File: src/rtl/uec_pkg.sv
// Shared constants and types of the low-speed endpoint control block.
package uec_pkg;

  // Number of bytes in each endpoint data buffer.
  localparam int unsigned BUF_BYTES = 8;

  // Register indices; the byte address on the bus is four times the index.
  localparam logic [5:0] IDX_EP0_BUF_FIRST = 6'h20;
  localparam logic [5:0] IDX_EP0_BUF_LAST = 6'h27;
  localparam logic [5:0] IDX_EP12_BUF_FIRST = 6'h28;
  localparam logic [5:0] IDX_EP12_BUF_LAST = 6'h2F;
  localparam logic [5:0] IDX_EP0_CONTROL = 6'h38;
  localparam logic [5:0] IDX_EP12_TRANSMIT_CONTROL = 6'h39;
  localparam logic [5:0] IDX_EP_ENABLE_STALL_CONTROL = 6'h3A;
  localparam logic [5:0] IDX_EP_FLAGS = 6'h3B;
  localparam logic [5:0] IDX_EP0_RECEIVE_STATUS = 6'h3D;

  // Field positions of the Endpoint 1/2 transmit control register.
  localparam int unsigned TXC_TOGGLE_BIT = 7;
  localparam int unsigned TXC_SELECT_BIT = 6;
  localparam int unsigned TXC_ENABLE_BIT = 5;
  localparam int unsigned TXC_WAKEUP_BIT = 4;

  // Field positions of the endpoint 0 control register.
  localparam int unsigned E0C_TOGGLE_BIT = 7;
  localparam int unsigned E0C_HALT_BIT = 6;
  localparam int unsigned E0C_TX_ENABLE_BIT = 5;
  localparam int unsigned E0C_RX_ENABLE_BIT = 4;

  // Field positions of the enable and stall control register.
  localparam int unsigned ESC_FIRST_CLEAR_BIT = 7;
  localparam int unsigned ESC_FIRST_FLAG_BIT = 6;
  localparam int unsigned ESC_EP2_ON_BIT = 5;
  localparam int unsigned ESC_EP1_ON_BIT = 4;
  localparam int unsigned ESC_EP2_HALT_BIT = 3;
  localparam int unsigned ESC_EP1_HALT_BIT = 2;

  // Field positions of the flag register: three done flags, three enables.
  localparam int unsigned FLG_EP0_TX_DONE = 0;
  localparam int unsigned FLG_EP0_RX_DONE = 1;
  localparam int unsigned FLG_EP12_TX_DONE = 2;
  localparam int unsigned FLG_IE_SHIFT = 3;

  // Values after reset.
  localparam logic [7:0] RST_CONTROL = 8'h00;
  localparam logic [2:0] RST_FLAGS = 3'h0;

  // Bus response codes.
  localparam logic [1:0] AXI_OKAY = 2'h0;
  localparam logic [1:0] AXI_SLVERR = 2'h2;

  // Token kinds delivered by the packet engine.
  typedef enum logic [1:0] {
    UEC_PID_IN = 2'h0,
    UEC_PID_OUT = 2'h1,
    UEC_PID_SETUP = 2'h2
  } uec_pid_t;

  // Answer given to a token.
  typedef enum logic [2:0] {
    UEC_RSP_NONE = 3'h0,
    UEC_RSP_NAK = 3'h1,
    UEC_RSP_STALL = 3'h2,
    UEC_RSP_DATA = 3'h3,
    UEC_RSP_ACCEPT = 3'h4
  } uec_rsp_t;

endpackage

File: src/rtl/uec_endpoint_ctrl.sv
// Functional notes
// - Select bit gives shared buffer to EP2/EP1.
// - EP2 IN NAKed when select points EP1.
// - EP1/2 IN NAKed: enable off or done.
// - Force wakeup drives K on lines.
// - Force wakeup never sets bus wakeup flag.
// - Four-bit EP1/2 transmit byte count, reset clears.
// - Writing one clears transmit-first flag.
// - Transmit-first set when tx done at receive.
// - EP1/EP2 answer IN only when enabled or halted.
// - Halt bit makes EP1/EP2 answer STALL.
// - Status shows toggle, SETUP, zero bits.
// - Status holds EP0 receive count, reset-untouched.
// - EP0 buffer reads return received bytes.
// - EP0 buffer writes load transmit buffer.
// - Shared write-only EP1/2 transmit buffer.
// - All sources share one interrupt output.
// - Three end-of-transaction interrupt sources.
// - Completed OUT sets EP0 receive-done flag.
// - EP0 SETUP never stalled, clears EP0 halt.
// - EP1/2 done set on ACK, cleared by one.
// - EP0 receive-done set; then OUT NAKed.
`timescale 1ns/1ps

module uec_endpoint_ctrl
  import uec_pkg::*;
#(
  parameter int unsigned ADDR_W = 8
) (
  // Clock and synchronous reset.
  input wire logic aclk,
  input wire logic aresetn,
  // AXI4-Lite write channels.
  input wire logic [ADDR_W-1:0] s_axi_awaddr,
  input wire logic s_axi_awvalid,
  output logic s_axi_awready,
  input wire logic [31:0] s_axi_wdata,
  input wire logic [3:0] s_axi_wstrb,
  input wire logic s_axi_wvalid,
  output logic s_axi_wready,
  output logic [1:0] s_axi_bresp,
  output logic s_axi_bvalid,
  input wire logic s_axi_bready,
  // AXI4-Lite read channels.
  input wire logic [ADDR_W-1:0] s_axi_araddr,
  input wire logic s_axi_arvalid,
  output logic s_axi_arready,
  output logic [31:0] s_axi_rdata,
  output logic [1:0] s_axi_rresp,
  output logic s_axi_rvalid,
  input wire logic s_axi_rready,
  // Token events from the packet engine.
  input wire logic tok_valid,
  input wire logic [1:0] tok_pid,
  input wire logic [1:0] tok_ep,
  // Answer to each token.
  output logic resp_valid,
  output logic [2:0] resp_code,
  output logic [3:0] resp_len,
  output logic resp_data1,
  // Received data stream for endpoint 0.
  input wire logic rx_byte_valid,
  input wire logic [7:0] rx_byte,
  input wire logic rx_end,
  input wire logic rx_good,
  input wire logic rx_data1,
  // Host handshake after transmitted data, and transmit byte fetch.
  input wire logic tx_ack,
  input wire logic [2:0] tx_idx,
  output logic [7:0] tx_byte,
  // Data line drive for remote wakeup.
  output logic dp_o,
  output logic dp_oe,
  output logic dm_o,
  output logic dm_oe,
  // Shared interrupt request.
  output logic usb_irq
);

  // Refuse an address bus too narrow for the register map.
  if (ADDR_W < 8) begin : g_addr_check
    $error("ADDR_W must be at least 8");
  end

  // Bus slave state.
  logic aw_hold_r, aw_hold_nxt;
  logic [5:0] aw_idx_r, aw_idx_nxt;
  logic w_hold_r, w_hold_nxt;
  logic [7:0] w_byte_r, w_byte_nxt;
  logic w_lane_r, w_lane_nxt;
  logic bvalid_r, bvalid_nxt;
  logic [1:0] bresp_r, bresp_nxt;
  logic arready_r, arready_nxt;
  logic rvalid_r, rvalid_nxt;
  logic [31:0] rdata_r, rdata_nxt;
  logic [1:0] rresp_r, rresp_nxt;

  // Control registers written by software.
  logic [7:0] ep0_ctrl_r, ep0_ctrl_nxt;
  logic [7:0] tx_ctrl_r, tx_ctrl_nxt;
  logic [3:0] en_halt_r, en_halt_nxt;
  logic [2:0] irq_en_r, irq_en_nxt;

  // Flags set by the link side.
  logic [2:0] done_r, done_nxt;
  logic tx_first_r, tx_first_nxt;
  logic setup_seen_r, setup_seen_nxt;

  // Link-side transaction state.
  logic resp_valid_r, resp_valid_nxt;
  logic [2:0] resp_code_r, resp_code_nxt;
  logic [3:0] resp_len_r, resp_len_nxt;
  logic resp_data1_r, resp_data1_nxt;
  logic in_pend_r, in_pend_nxt;
  logic in_ep0_r, in_ep0_nxt;
  logic rx_active_r, rx_active_nxt;
  logic irq_r, irq_nxt;
  logic k_drive_r, k_drive_nxt;

  // Storage without reset: buffers, receive count and toggle.
  logic [7:0] ep0_rx_buffer [BUF_BYTES];
  logic [7:0] ep0_tx_buffer [BUF_BYTES];
  logic [7:0] ep12_tx_buffer [BUF_BYTES];
  logic [3:0] rx_fill_r;
  logic [3:0] ep0_rx_byte_count;
  logic ep0_rx_data_toggle;
  logic [7:0] tx_byte_r;

  // Named views of the control fields.
  logic buffer_endpoint_select, ep12_tx_enable, force_wakeup_signal;
  logic [3:0] ep12_tx_byte_count;
  logic ep1_on, ep2_on, ep1_force_halt, ep2_force_halt, ep0_force_halt;
  logic wr_fire, ar_fire, rx_take, rx_finish;
  logic [5:0] ar_idx;
  logic [7:0] rd_byte;

  assign buffer_endpoint_select = tx_ctrl_r[TXC_SELECT_BIT];
  assign ep12_tx_enable = tx_ctrl_r[TXC_ENABLE_BIT];
  assign force_wakeup_signal = tx_ctrl_r[TXC_WAKEUP_BIT];
  assign ep12_tx_byte_count = tx_ctrl_r[3:0];
  assign ep0_force_halt = ep0_ctrl_r[E0C_HALT_BIT];
  assign ep2_on = en_halt_r[3];
  assign ep1_on = en_halt_r[2];
  assign ep2_force_halt = en_halt_r[1];
  assign ep1_force_halt = en_halt_r[0];
  assign wr_fire = aw_hold_r && w_hold_r && !bvalid_r;
  assign ar_fire = s_axi_arvalid && arready_r;
  assign ar_idx = s_axi_araddr[7:2];
  assign rx_take = rx_active_r && rx_byte_valid && (rx_fill_r < 4'(BUF_BYTES));
  assign rx_finish = rx_active_r && rx_end && rx_good;

  // Read data mux for the addressed register.
  always_comb begin
    rd_byte = 8'h00;
    if (ar_idx >= IDX_EP0_BUF_FIRST && ar_idx <= IDX_EP0_BUF_LAST) begin
      rd_byte = ep0_rx_buffer[ar_idx[2:0]];
    end else if (ar_idx == IDX_EP0_CONTROL) begin
      rd_byte = ep0_ctrl_r;
    end else if (ar_idx == IDX_EP12_TRANSMIT_CONTROL) begin
      rd_byte = tx_ctrl_r;
    end else if (ar_idx == IDX_EP_ENABLE_STALL_CONTROL) begin
      // The clear bit is write-only and reads back as zero.
      rd_byte = {1'b0, tx_first_r, en_halt_r, 2'b00};
    end else if (ar_idx == IDX_EP_FLAGS) begin
      rd_byte = {2'b00, irq_en_r, done_r};
    end else if (ar_idx == IDX_EP0_RECEIVE_STATUS) begin
      rd_byte = {ep0_rx_data_toggle, setup_seen_r, 2'b00, ep0_rx_byte_count};
    end
  end

  // Bus handshakes: address and data are taken in either order.
  always_comb begin
    aw_hold_nxt = aw_hold_r;
    aw_idx_nxt = aw_idx_r;
    w_hold_nxt = w_hold_r;
    w_byte_nxt = w_byte_r;
    w_lane_nxt = w_lane_r;
    bvalid_nxt = bvalid_r;
    bresp_nxt = bresp_r;
    arready_nxt = arready_r;
    rvalid_nxt = rvalid_r;
    rdata_nxt = rdata_r;
    rresp_nxt = rresp_r;
    // Capture the write address while no address is held.
    if (s_axi_awvalid && !aw_hold_r) begin
      aw_hold_nxt = 1'b1;
      aw_idx_nxt = s_axi_awaddr[7:2];
    end
    // Capture the write data while no data is held.
    if (s_axi_wvalid && !w_hold_r) begin
      w_hold_nxt = 1'b1;
      w_byte_nxt = s_axi_wdata[7:0];
      w_lane_nxt = s_axi_wstrb[0];
    end
    // Complete a write once both halves are in.
    if (wr_fire) begin
      aw_hold_nxt = 1'b0;
      w_hold_nxt = 1'b0;
      bvalid_nxt = 1'b1;
      bresp_nxt = AXI_OKAY;
      if (!((aw_idx_r >= IDX_EP0_BUF_FIRST && aw_idx_r <= IDX_EP12_BUF_LAST) ||
            (aw_idx_r >= IDX_EP0_CONTROL && aw_idx_r <= IDX_EP_FLAGS) ||
            aw_idx_r == IDX_EP0_RECEIVE_STATUS)) begin
        bresp_nxt = AXI_SLVERR;
      end
    end else if (bvalid_r && s_axi_bready) begin
      bvalid_nxt = 1'b0;
    end
    // Accept one read at a time and answer on the next edge.
    if (ar_fire) begin
      arready_nxt = 1'b0;
      rvalid_nxt = 1'b1;
      rdata_nxt = {24'h000000, rd_byte};
      rresp_nxt = AXI_OKAY;
      if (!((ar_idx >= IDX_EP0_BUF_FIRST && ar_idx <= IDX_EP12_BUF_LAST) ||
            (ar_idx >= IDX_EP0_CONTROL && ar_idx <= IDX_EP_FLAGS) ||
            ar_idx == IDX_EP0_RECEIVE_STATUS)) begin
        rresp_nxt = AXI_SLVERR;
      end
    end else if (rvalid_r && s_axi_rready) begin
      rvalid_nxt = 1'b0;
      arready_nxt = 1'b1;
    end
  end

  // Registers of the bus slave.
  always_ff @(posedge aclk) begin
    if (!aresetn) begin
      aw_hold_r <= 1'b0;
      aw_idx_r <= 6'h00;
      w_hold_r <= 1'b0;
      w_byte_r <= 8'h00;
      w_lane_r <= 1'b0;
      bvalid_r <= 1'b0;
      bresp_r <= AXI_OKAY;
      arready_r <= 1'b1;
      rvalid_r <= 1'b0;
      rdata_r <= 32'h00000000;
      rresp_r <= AXI_OKAY;
    end else begin
      aw_hold_r <= aw_hold_nxt;
      aw_idx_r <= aw_idx_nxt;
      w_hold_r <= w_hold_nxt;
      w_byte_r <= w_byte_nxt;
      w_lane_r <= w_lane_nxt;
      bvalid_r <= bvalid_nxt;
      bresp_r <= bresp_nxt;
      arready_r <= arready_nxt;
      rvalid_r <= rvalid_nxt;
      rdata_r <= rdata_nxt;
      rresp_r <= rresp_nxt;
    end
  end

  // Control, flags and token answers; link events win over software clears.
  always_comb begin
    ep0_ctrl_nxt = ep0_ctrl_r;
    tx_ctrl_nxt = tx_ctrl_r;
    en_halt_nxt = en_halt_r;
    irq_en_nxt = irq_en_r;
    done_nxt = done_r;
    tx_first_nxt = tx_first_r;
    setup_seen_nxt = setup_seen_r;
    resp_valid_nxt = 1'b0;
    resp_code_nxt = resp_code_r;
    resp_len_nxt = resp_len_r;
    resp_data1_nxt = resp_data1_r;
    in_pend_nxt = in_pend_r;
    in_ep0_nxt = in_ep0_r;
    rx_active_nxt = rx_active_r;
    // Software writes to the low byte lane.
    if (wr_fire && w_lane_r) begin
      if (aw_idx_r == IDX_EP0_CONTROL) begin
        ep0_ctrl_nxt = w_byte_r;
      end else if (aw_idx_r == IDX_EP12_TRANSMIT_CONTROL) begin
        tx_ctrl_nxt = w_byte_r;
      end else if (aw_idx_r == IDX_EP_ENABLE_STALL_CONTROL) begin
        en_halt_nxt = w_byte_r[ESC_EP2_ON_BIT:ESC_EP1_HALT_BIT];
        if (w_byte_r[ESC_FIRST_CLEAR_BIT]) begin
          tx_first_nxt = 1'b0;
        end
      end else if (aw_idx_r == IDX_EP_FLAGS) begin
        irq_en_nxt = w_byte_r[FLG_IE_SHIFT+2:FLG_IE_SHIFT];
        done_nxt = done_r & ~w_byte_r[2:0];
      end
    end
    // Host acknowledged the data sent for the last accepted IN.
    if (tx_ack && in_pend_r) begin
      in_pend_nxt = 1'b0;
      if (in_ep0_r) begin
        done_nxt[FLG_EP0_TX_DONE] = 1'b1;
      end else begin
        done_nxt[FLG_EP12_TX_DONE] = 1'b1;
      end
    end
    // A good packet finished: flag it and note transmit-first ordering.
    if (rx_finish) begin
      rx_active_nxt = 1'b0;
      done_nxt[FLG_EP0_RX_DONE] = 1'b1;
      if (done_r[FLG_EP0_TX_DONE]) begin
        tx_first_nxt = 1'b1;
      end
    end else if (rx_active_r && rx_end) begin
      rx_active_nxt = 1'b0;
    end
    // Answer a token.
    if (tok_valid) begin
      resp_valid_nxt = 1'b1;
      resp_code_nxt = UEC_RSP_NONE;
      resp_len_nxt = 4'h0;
      in_pend_nxt = 1'b0;
      rx_active_nxt = 1'b0;
      if (tok_ep == 2'h0) begin
        setup_seen_nxt = (tok_pid == UEC_PID_SETUP);
        if (tok_pid == UEC_PID_SETUP) begin
          ep0_ctrl_nxt[E0C_HALT_BIT] = 1'b0;
          resp_code_nxt = UEC_RSP_ACCEPT;
          rx_active_nxt = 1'b1;
        end else if (ep0_force_halt) begin
          resp_code_nxt = UEC_RSP_STALL;
        end else if (tok_pid == UEC_PID_IN) begin
          if (!ep0_ctrl_r[E0C_TX_ENABLE_BIT] || done_r[FLG_EP0_TX_DONE]) begin
            resp_code_nxt = UEC_RSP_NAK;
          end else begin
            resp_code_nxt = UEC_RSP_DATA;
            resp_len_nxt = ep0_ctrl_r[3:0];
            resp_data1_nxt = ep0_ctrl_r[E0C_TOGGLE_BIT];
            in_pend_nxt = 1'b1;
            in_ep0_nxt = 1'b1;
          end
        end else if (tok_pid == UEC_PID_OUT) begin
          if (!ep0_ctrl_r[E0C_RX_ENABLE_BIT] || done_r[FLG_EP0_RX_DONE]) begin
            resp_code_nxt = UEC_RSP_NAK;
          end else begin
            resp_code_nxt = UEC_RSP_ACCEPT;
            rx_active_nxt = 1'b1;
          end
        end
      end else if (tok_ep == 2'h1 || tok_ep == 2'h2) begin
        if ((tok_ep == 2'h1 && ep1_force_halt) || (tok_ep == 2'h2 && ep2_force_halt)) begin
          resp_code_nxt = UEC_RSP_STALL;
        end else if (tok_pid == UEC_PID_IN) begin
          if ((tok_ep == 2'h1 && !ep1_on) || (tok_ep == 2'h2 && !ep2_on)) begin
            resp_code_nxt = UEC_RSP_NONE;
          end else if (!ep12_tx_enable || done_r[FLG_EP12_TX_DONE]) begin
            resp_code_nxt = UEC_RSP_NAK;
          end else if (buffer_endpoint_select != (tok_ep == 2'h2)) begin
            resp_code_nxt = UEC_RSP_NAK;
          end else begin
            resp_code_nxt = UEC_RSP_DATA;
            resp_len_nxt = ep12_tx_byte_count;
            resp_data1_nxt = tx_ctrl_r[TXC_TOGGLE_BIT];
            in_pend_nxt = 1'b1;
            in_ep0_nxt = 1'b0;
          end
        end
      end
    end
  end

  // Interrupt and wakeup drive.
  always_comb begin
    irq_nxt = |(done_nxt & irq_en_nxt);
    k_drive_nxt = tx_ctrl_nxt[TXC_WAKEUP_BIT];
  end

  // Registers of control and link state.
  always_ff @(posedge aclk) begin
    if (!aresetn) begin
      ep0_ctrl_r <= RST_CONTROL;
      tx_ctrl_r <= RST_CONTROL;
      en_halt_r <= 4'h0;
      irq_en_r <= RST_FLAGS;
      done_r <= RST_FLAGS;
      tx_first_r <= 1'b0;
      setup_seen_r <= 1'b0;
      resp_valid_r <= 1'b0;
      resp_code_r <= UEC_RSP_NONE;
      resp_len_r <= 4'h0;
      resp_data1_r <= 1'b0;
      in_pend_r <= 1'b0;
      in_ep0_r <= 1'b0;
      rx_active_r <= 1'b0;
      irq_r <= 1'b0;
      k_drive_r <= 1'b0;
    end else begin
      ep0_ctrl_r <= ep0_ctrl_nxt;
      tx_ctrl_r <= tx_ctrl_nxt;
      en_halt_r <= en_halt_nxt;
      irq_en_r <= irq_en_nxt;
      done_r <= done_nxt;
      tx_first_r <= tx_first_nxt;
      setup_seen_r <= setup_seen_nxt;
      resp_valid_r <= resp_valid_nxt;
      resp_code_r <= resp_code_nxt;
      resp_len_r <= resp_len_nxt;
      resp_data1_r <= resp_data1_nxt;
      in_pend_r <= in_pend_nxt;
      in_ep0_r <= in_ep0_nxt;
      rx_active_r <= rx_active_nxt;
      irq_r <= irq_nxt;
      k_drive_r <= k_drive_nxt;
    end
  end

  // Buffers and receive bookkeeping keep their contents across reset.
  always_ff @(posedge aclk) begin
    // Software loads the transmit buffers; reads of the shared one give zero.
    if (wr_fire && w_lane_r && aw_idx_r >= IDX_EP0_BUF_FIRST &&
        aw_idx_r <= IDX_EP0_BUF_LAST) begin
      ep0_tx_buffer[aw_idx_r[2:0]] <= w_byte_r;
    end
    if (wr_fire && w_lane_r && aw_idx_r >= IDX_EP12_BUF_FIRST &&
        aw_idx_r <= IDX_EP12_BUF_LAST) begin
      ep12_tx_buffer[aw_idx_r[2:0]] <= w_byte_r;
    end
    // Incoming bytes fill the receive buffer in order.
    if (tok_valid) begin
      rx_fill_r <= 4'h0;
    end else if (rx_take) begin
      ep0_rx_buffer[rx_fill_r[2:0]] <= rx_byte;
      rx_fill_r <= rx_fill_r + 4'h1;
    end
    if (rx_finish) begin
      ep0_rx_byte_count <= rx_fill_r;
      ep0_rx_data_toggle <= rx_data1;
    end
    // Byte fetch for the engine, one edge behind the index.
    tx_byte_r <= in_ep0_r ? ep0_tx_buffer[tx_idx] : ep12_tx_buffer[tx_idx];
  end

  // Port drive.
  assign s_axi_awready = !aw_hold_r;
  assign s_axi_wready = !w_hold_r;
  assign s_axi_bvalid = bvalid_r;
  assign s_axi_bresp = bresp_r;
  assign s_axi_arready = arready_r;
  assign s_axi_rvalid = rvalid_r;
  assign s_axi_rdata = rdata_r;
  assign s_axi_rresp = rresp_r;
  assign resp_valid = resp_valid_r;
  assign resp_code = resp_code_r;
  assign resp_len = resp_len_r;
  assign resp_data1 = resp_data1_r;
  assign tx_byte = tx_byte_r;
  // Low-speed K state: D+ low, D- high, both driven while waking.
  assign dp_o = 1'b0;
  assign dm_o = k_drive_r;
  assign dp_oe = k_drive_r;
  assign dm_oe = k_drive_r;
  assign usb_irq = irq_r;

endmodule

File: config.mk
export PLATFORM = sky130hd
export DESIGN_NAME = uec_endpoint_ctrl
export DESIGN_NICKNAME = d
export VERILOG_FILES = /design/src/rtl/uec_pkg.sv /design/src/rtl/uec_endpoint_ctrl.sv
export SDC_FILE = /design/constraint.sdc
export NUM_CORES = 1
export LEC_CHECK = 0
export CORE_MARGIN = 8
export CORE_UTILIZATION = 25
export DETAILED_ROUTE_END_ITERATION = 12
export DONT_BUFFER_PORTS = 1
export SLEW_MARGIN = 20
export SYNTH_ARGS = -nofsm -noshare
export SYNTH_HDL_FRONTEND = slang
export SYNTH_SLANG_ARGS = --single-unit
File: constraint.sdc
create_clock -name aclk -period 5 [get_ports aclk]
set_input_delay 1 -clock aclk [delete_from_list [all_inputs] [get_ports aclk]]
set_output_delay 1 -clock aclk [all_outputs]
set_load 0.01 [all_outputs]
==> impl_metrics.ini, run 1 <==
[status]
status = finished clean

[clock_network]
cts_resized = 0
root_buffer = clkbuf_16
numCtsBuffers = 29
clk_pin_slew_ns = 0.06
cts.sinks = 280
cts_tree = done
cts_hold_buf = 0
postCtsSetupRepairBufs = 0
clock_path_buffers = 3
htree_levels = 1
clkLatencyLatePin_ns = 0.56

[route]
drt-total-wl_microns = 27300
drc_errors = 0
routed_via_density = 4.50
via_count = 6202
wl_per_cell_microns = 19.8
drt_iter0_markers = 524
postRouteAntennaNets = 0
first_pass_iters = 5

[synth]
synth.area.top_cells = edfxtp_1 51%, dfxtp_1 14%, mux4_1 6.4%, mux4_2 4.9%, mux2i_1 3.4%
synth_ff_type = edfxtp_1
synthCells = 756
ys_async_sr_fraction_pct = 0
syn_area_per_cell_sq_um = 15.2
ys_seq_elements = 280
synth_top_area_share_pct = 51.3
yosys.area.top_type = edfxtp_1
yosys.cell_types.count = 65
synth_edf_count = 197
ys_seq_area_share_pct = 65.7
yosysWarnings = 0
syn_area_sq_um = 11500

[layout]
nets = 839
seq_area_sq_um = 7580
finish.instance_area_sq_um = 13000
final_cell_mix = 197 x edfxtp_1, 83 x dfxtp_1, 49 x nand2_1
drive_gt1_share_pct = 11.8
final_common_cell = edfxtp_1
fillCellCount = 4632
multiInputGateArea_sq_um = 3600
area_growth_syn_to_layout_pct = 12.6

[critical_path]
path_cells = or3b_2 > or2_2 > nor2_1
cp.required_ns = 5.18
endpoint_kind = flip-flop
critPathBufInv = 0
cp_max_fo = 8
worst-setup-path-type = reg -> reg
critPathArrivalTime_ns = 2.55
crit_slowest_cell = nor2_1
worstSetupPathDepth = 3
r2r_cells = 3
cp-start-kind = flip-flop
cpPeakStageDelay_ns = 0.72
cp_top_family = simple AND/OR/NAND/NOR gates

[floorplanning]
dieWidth_microns = 231
dieArea_sq_um = 53200
die_y_microns = 231
initial_core_util_pct = 25.3
pin_count = 143
coreArea_sq_um = 45500
fp-row-count = 78

[power]
clock_power_share_pct = 44.6
powerDensity_nw_per_um2 = 376
intPower_uw = 3830
leakagePower_uw = 0.00427
seqPwrFrac_pct = 52.3
p_switching_uw = 1040
ir_drop_v = 0.000324
swShare_pct = 21.4
p_comb_share_pct = 3.1

[timing]
hold_viol_final = 0
maxSlewHeadroom_pct = 32.9
fin_crit_ns = 2.37
worst_pin_slew_ns = 1.00
fmax_ghz = 0.422
setup-tns-final_ns = 0
clock_skew_ns = 0.0140
rsz0062_at_grt = no
slew_violations = 0
finalSetupViolations = 0
post-route-period-util_pct = 47.4

[grt]
grt_start_max_net_pins = 74
grt_pass1_wl_microns = 40800
grt_overflow_total = 0
antenna_found_initial = 2
grtUsageTotal_pct = 9.93
grt_pass1_vias = 6355

[placement]
portBuffers = 0
place_area_sq_um = 12000
place_congestion = 0.789
dp_hpwl_microns = 18200

[run]
cap_violations = 0

[worst_hold_path]
hold_class = reg -> reg
holdPathStages = 0
per-layer routing:
metal | routed length [microns] | share of wire (%) | track usage, %
met4 | 435 | 1.6 | 2.10
met5 | 0 | 0 | 0
met2 | 13300 | 49 | 17.0
met3 | 2590 | 9.5 | 4.05
met1 | 11000 | 40 | 11.6
area by class of cell:
class / count / share of cell area [%]
sequential: 280 / 58.4
multi-input combinational: 425 / 27.8
clock buffer: 37 / 5.97
tap: 600 / 5.78
clock inverter: 17 / 1.36
timing repair buffer: 7 / 0.405
inverter: 12 / 0.347
antenna: 1 / 0.0193
per-stage QoR:
step | power, uW | hold slack [ns] | instances | util (%) | setup slack (ns)
5_1_grt | 5050 | 0.468 | 1378 | 28.5 | 2.51
3_5_place_dp | 2760 | 0.420 | 1324 | 26.4 | 2.36
6_report | 4880 | 0.429 | 1379 | 28.5 | 2.63
4_1_cts | 4930 | 0.432 | 1378 | 28.5 | 2.58
3_3_place_gp | 2750 | 0.420 | 1324 | 26.4 | 2.39
2_1_floorplan | 2750 | 0.408 | 782 | - | 2.49
cells by family after synthesis:
| family | synth area share, % |
|---|---|
| and+or+nand+nor | 8.78 |
| AOI/OAI and AO/OA | 6.14 |
| adders and majority gates | 0.434 |
| DFF | 65.7 |
| buffers and inverters | 3.90 |
| muxes | 14.8 |
| xor gates and xnor gates | 0.228 |
| other | 0.0325 |
power by group through the flow:
stage | clock network (uW) | logic [uW] | registers [uW]
after floorplan | 0 | 162 | 2590
after CTS | 2230 | 153 | 2550
after global routing | 2330 | 166 | 2560
after detailed placement | 0 | 152 | 2600
after global placement | 0 | 149 | 2600
final | 2180 | 150 | 2550
registers in the layout, indices dropped and copies added (netlist names), 3 cells and up:
signal             cells
tx_byte                8
ep0_tx_buffer         64
w_byte_r               8
ep0_ctrl_r             8
resp_len               4
tx_ctrl_r              8
s_axi_rdata            8
resp_code              3
rx_fill_r              4
ep0_rx_buffer         64
ep12_tx_buffer        64
aw_idx_r               6
ep0_rx_byte_count      4
en_halt_r              4
irq_en_r               3
done_r                 3
final timing paths:
path / slack (ns) / startpoint / endpoint
setup / recovery: 2.63 / aw_idx_r[5] / ep0_tx_buffer[2][0]
hold / removal: 0.43 / rx_fill_r[3] / ep0_rx_byte_count[3]
setup reg to reg: 2.63 / aw_idx_r[5] / ep0_tx_buffer[2][0]
hold reg to reg: 0.43 / rx_fill_r[3] / ep0_rx_byte_count[3]
cell usage after synthesis (3+ instances only):
| master | instances |
|---|---|
| buf_1 | 4 |
| nand2_1 | 49 |
| nand2b_1 | 11 |
| nor2_1 | 40 |
| o21ai_0 | 25 |
| nor4_1 | 3 |
| buf_6 | 3 |
| and2_1 | 3 |
| ha_1 | 4 |
| dfxtp_1 | 83 |
| nand3b_1 | 6 |
| a22oi_1 | 8 |
| a31oi_1 | 7 |
| or2_2 | 3 |
| nor3b_1 | 3 |
| o21a_1 | 7 |
| a21boi_0 | 13 |
| mux4_1 | 28 |
| o32a_1 | 3 |
| o22ai_1 | 3 |
| buf_4 | 32 |
| nor2b_1 | 41 |
| mux4_2 | 25 |
| inv_1 | 11 |
| edfxtp_1 | 197 |
| mux2i_1 | 39 |
| buf_2 | 4 |
| nor3_1 | 7 |
| clkbuf_1 | 20 |
| a21oi_1 | 22 |
| nand3_1 | 6 |
worst reg2reg max path, cell delays in order, from the launching register on:
cell and delay [ns]:
dfxtp_1 0.41, or3b_2 0.50, or2_2 0.35, nor2_1 0.73
Power figures use the tool's default switching activity.
==> run 2: changes to the inputs <==
clock period = 2.35 ns   (was 5 ns; I/O delays follow)
==> impl_metrics.ini, run 2 (synthesis gave the netlist of run 1 again) <==
[floorplanning]
dieArea_sq_um = 53200
coreArea_sq_um = 45500
fp-row-count = 78
dieWidth_microns = 231
initial_core_util_pct = 25.3
pin_count = 143
die_y_microns = 231

[timing]
fin_crit_ns = 1.92
clock_skew_ns = 0.0153
slew_violations = 0
finalSetupViolations = 0
final.setup.worst_slack_ns = 0.427
post-route-period-util_pct = 81.8
maxSlewHeadroom_pct = 50.0
hold_viol_final = 0
worst_pin_slew_ns = 0.749
hold_slack_ns = 0.0336
fmax_ghz = 0.520
rsz0062_at_grt = no
setup-tns-final_ns = 0

[placement]
portBuffers = 0
numPlacedInstances = 1354
place_congestion = 0.768
place_ws_ns = 0.345
dp_hpwl_microns = 18400

[critical_path]
cpPeakStageDelay_ns = 0.51
endpoint_kind = flip-flop
r2r_end = ep0_tx_buffer[6][6]
path_cells = or3b_2 > or2_2 > nor3_1 > buf_4
cp_top_family = simple AND/OR/NAND/NOR gates
r2r_slack_ns = 0.43
r2r_cells = 4
cp_max_fo = 8
cp-start-kind = flip-flop
endpoint = ep0_tx_buffer[6][6]
worstReg2RegStart = aw_idx_r[3]
crit_slowest_cell = or3b_2
critPathBufInv = 1
worst-setup-path-type = reg -> reg
cp.required_ns = 2.60
critPathArrivalTime_ns = 2.17
worstSetupPathDepth = 4
crit_path_start = aw_idx_r[3]

[layout]
area_growth_syn_to_layout_pct = 15.7
fillCellCount = 4556
nets = 881
seq_area_sq_um = 7580
final_common_cell = edfxtp_1
drive_gt1_share_pct = 14.6
multiInputGateArea_sq_um = 3600
antenna_cells = 0
fin_cells = 1420
final_cell_mix = 197 x edfxtp_1, 83 x dfxtp_1, 49 x nand2_1

[route]
routed_via_density = 4.38
postRouteAntennaNets = 0
wl_met1_microns = 11100
drt_iter0_markers = 439
wl_per_cell_microns = 19.2
top_layer = met5
first_pass_iters = 5
via_count = 6217
wl_met3_microns = 2160
drc_errors = 0
dr_wl_met2_microns = 13500
drt-total-wl_microns = 27200

[grt]
grt_pass1_vias = 6361
grtUsageTotal_pct = 9.93
grt_pass1_wl_microns = 40500
grt_start_max_net_pins = 74
antenna_found_initial = 1
grt_overflow_total = 0

[worst_hold_path]
hold_class = in -> reg

[clock_network]
root_buffer = clkbuf_16
cts.sinks = 280
htree_levels = 1
clkLatencyLatePin_ns = 0.55
clock_path_buffers = 3
cts_resized = 0
clk_pin_slew_ns = 0.06
cts_tree = done
numCtsBuffers = 29

[run]
cap_violations = 0

[status]
status = finished clean

[power]
leakagePower_uw = 0.00446
powerDensity_nw_per_um2 = 778
ir_drop_v = 0.000544
==> run 2: through the flow <==
| stage | cell area (sq um) | power, uW | util (%) |
|---|---|---|---|
| after floorplan | 11600 | 5840 | - |
| after global placement | 12200 | 5860 | 26.9 |
| after detailed placement | 12200 | 5870 | 26.9 |
| after CTS | 13300 | 10500 | 29.3 |
| after global routing | 13300 | 10700 | 29.3 |
| final | 13300 | 10400 | 29.3 |
==> run 2: power breakdown <==
group / switching [uW] / total (uW) / internal, uW
Combinational: 205 / 383 / 178
Sequential: 77.7 / 5410 / 5330
Clock: 1890 / 4590 / 2700
==> run 2: final cells by class <==
type / count / area share [%]
tap: 600 / 5.63
inverter: 12 / 0.338
timing repair buffer: 49 / 2.98
clock buffer: 37 / 5.89
clock inverter: 17 / 1.32
multi-input combinational: 425 / 27.0
sequential: 280 / 56.8
==> run 2: repair_timing <==
action                                  CTS  global route
hold endpoints to repair                 76             0
buffers inserted                          0             0
hold buffers                             12             0
endpoints found under the setup margin    0             0
==> run 2: how the worst min path moves through the flow <==
| stage | from | end | cells past startpoint |
|---|---|---|---|
| 2_1_floorplan | rx_fill_r[3] | ep0_rx_byte_count[3] | 0 |
| 3_3_place_gp | rx_fill_r[3] | ep0_rx_byte_count[3] | 0 |
| 3_5_place_dp | rx_fill_r[3] | ep0_rx_byte_count[3] | 0 |
| 4_1_cts | tok_valid | rx_fill_r[3] | 1 |
| 5_1_grt | tok_valid | rx_fill_r[3] | 1 |
| 6_report | tok_valid | rx_fill_r[3] | 1 |
==> run 2: per-layer routing <==
| layer | vias to the layer above | GRT usage [%] |
|---|---|---|
| met5 | - | 0 |
| met4 | 2 | 2.16 |
| met3 | 33 | 3.43 |
| met2 | 128 | 17.2 |
| met1 | 3118 | 11.8 |
| li1 | 2936 | - |
==> run 3: changes to the inputs <==
ABC_AREA = 1   (was unset)
clock period = 1.8 ns   (was 2.35 ns; I/O delays follow)
==> impl_metrics.ini, run 3 <==
[status]
status = finished clean

[route]
postRouteAntennaNets = 0
drc_errors = 0
first_pass_iters = 5
drt-total-wl_microns = 30100
via_count = 7858
routed_via_density = 4.42
drt_iter0_markers = 633
wl_per_cell_microns = 16.9

[grt]
antenna_found_initial = 5
grt_pass1_wl_microns = 45500
grt_start_max_net_pins = 99
grtUsageTotal_pct = 10.9
grt_pass1_vias = 7598
grt_overflow_total = 0

[timing]
maxSlewHeadroom_pct = 56.7
fin_crit_ns = 1.66
final.setup.worst_slack_ns = 0.141
fmax_ghz = 0.603
clock_skew_ns = 0.00889
post-route-period-util_pct = 92.2
hold_viol_final = 0
slew_violations = 0
rsz0062_at_grt = no
worst_pin_slew_ns = 0.649
finalSetupViolations = 0

[placement]
dp_hpwl_microns = 21000
portBuffers = 0
place_area_sq_um = 12500
place_ws_ns = 0.0982
numPlacedInstances = 1694
place_congestion = 0.851

[floorplanning]
pin_count = 143
fp-row-count = 79
coreArea_sq_um = 46200
dieWidth_microns = 231
die_y_microns = 231
dieArea_sq_um = 53600
initial_core_util_pct = 25.1

[synth]
yosysWarnings = 0
ys_seq_elements = 280
ys_seq_area_share_pct = 65.3
yosys.cell_types.count = 41
synth_top_area_share_pct = 51.0
synth_edf_count = 197
syn_area_sq_um = 11600
syn_area_per_cell_sq_um = 10.8
synth_ff_type = edfxtp_1
synth.area.top_cells = edfxtp_1 51%, dfxtp_1 14%, nand2_1 4.4%, a21oi_1 4.2%, inv_1 3.9%
yosysMostFrequentCell = edfxtp_1
yosys.area.top_type = edfxtp_1
ys_async_sr_fraction_pct = 0
synthCells = 1077
netlist_top_cells_count = 197 x edfxtp_1, 136 x nand2_1, 120 x inv_1, 97 x a21oi_1, 96 x nor2_1

[layout]
final_cell_mix = 197 x edfxtp_1, 135 x nand2_1, 120 x inv_1
fin_cells = 1776
finish.instance_area_sq_um = 13700
nets = 1231
area_growth_syn_to_layout_pct = 18.2
fin_util_pct = 29.7
drive_gt1_share_pct = 10.8
final_common_cell = edfxtp_1

[power]
ir_drop_v = 0.000792
powerDensity_nw_per_um2 = 985
leakagePower_uw = 0.00508

[critical_path]
cp-start-kind = flip-flop
endpoint = dm_oe
critPathArrivalTime_ns = 1.30
worst-setup-path-type = reg -> out
r2r_end = ep0_tx_buffer[7][5]
cpPeakStageDelay_ns = 0.52
crit_slowest_cell = dfxtp_1
worstSetupPathDepth = 1
cp_top_family = flip-flops
path_cells = buf_4
r2r_cells = 5
cp_max_fo = 4
worstReg2RegStart = aw_hold_r
endpoint_kind = primary output
cp.required_ns = 1.44
critPathBufInv = 1
crit_path_start = tx_ctrl_r[4]
r2r_slack_ns = 0.19

[clock_network]
cts_tree = done
clkLatencyLatePin_ns = 0.55
clk_pin_slew_ns = 0.06
cts.sinks = 280
clock_path_buffers = 3
numCtsBuffers = 29
postCtsSetupRepairBufs = 0
htree_levels = 1
root_buffer = clkbuf_16

[run]
cap_violations = 0

[worst_hold_path]
hold_class = in -> reg
holdPathStages = 2
run 3: changes by cell type in the layout (fill, tap and decap cells not counted), sizes merged, moves of 16 or more:
cell | before | now
dlygate4sd3 | 12 | 28
mux4 | 53 | 0
nor2b | 41 | 0
buf | 37 | 54
nand3 | 6 | 51
nor2 | 42 | 99
nand2 | 49 | 140
o211ai | 1 | 33
o21ai | 26 | 81
inv | 12 | 126
a21oi | 22 | 97
run 3: cells by family (layout without fill, tap and decap cells):
| group | count (synthesis) | count (layout) | synth area share [%] |
|---|---|---|---|
| compound gates | 240 | 240 | 11.9 |
| fa+ha+maj | 4 | 4 | 0.431 |
| buf+inv | 196 | 261 | 7.57 |
| flops | 280 | 280 | 65.3 |
| mux | 30 | 30 | 2.59 |
| other cells | 1 | 28 | 0.0323 |
| simple gates | 326 | 326 | 12.2 |
run 3: final cells by class:
class / instances / area, sq um
fill: 4687 / 32400
sequential: 280 / 7580
multi-input combinational: 627 / 3300
tap: 607 / 759
clock buffer: 35 / 748
timing repair buffer: 82 / 711
inverter: 127 / 479
clock inverter: 17 / 141
antenna: 1 / 2.50
run 3: stage by stage:
step	total power (uW)	setup TNS (ns)	hold slack [ns]
after floorplan	7730	-2.98	0.408
after global placement	7870	0	0.420
after detailed placement	7880	0	0.417
after CTS	13600	0	0.000308
after global routing	14000	0	0.0114
final	13500	0	0.0181
run 3: repair_timing:
action | 4_1_cts | 5_1_grt
resized for setup | 0 | 2
hold buffers | 29 | 0
endpoints found under the hold margin | 110 | 0
setup endpoints to repair | 0 | 72
run 3: worst min path at each step:
stage	startpoint	to	slack, ns
finish	s_axi_wdata[4]	w_byte_r[4]	0.02
global route	aresetn	s_axi_bvalid	0.01
CTS	s_axi_wdata[4]	w_byte_r[4]	0.0003
detailed placement	rx_fill_r[3]	ep0_rx_byte_count[3]	0.42
global placement	rx_fill_r[3]	ep0_rx_byte_count[3]	0.42
floorplan	rx_fill_r[3]	ep0_rx_byte_count[3]	0.41
run 3: layer usage:
layer,global-route usage [%],vias up,part of all wire [%]
met5,0,-,0.13
met4,2.14,6,1.6
met3,3.03,49,7.4
met2,18.6,234,49
met1,13.7,3738,42
li1,-,3831,-
run 3: power by group:
| part | switching, uW | total, uW | internal (uW) |
|---|---|---|---|
| Clock | 2440 | 5670 | 3230 |
| Sequential | 114 | 7110 | 6990 |
| Combinational | 481 | 730 | 249 |
| Total | 3030 | 13500 | 10500 |
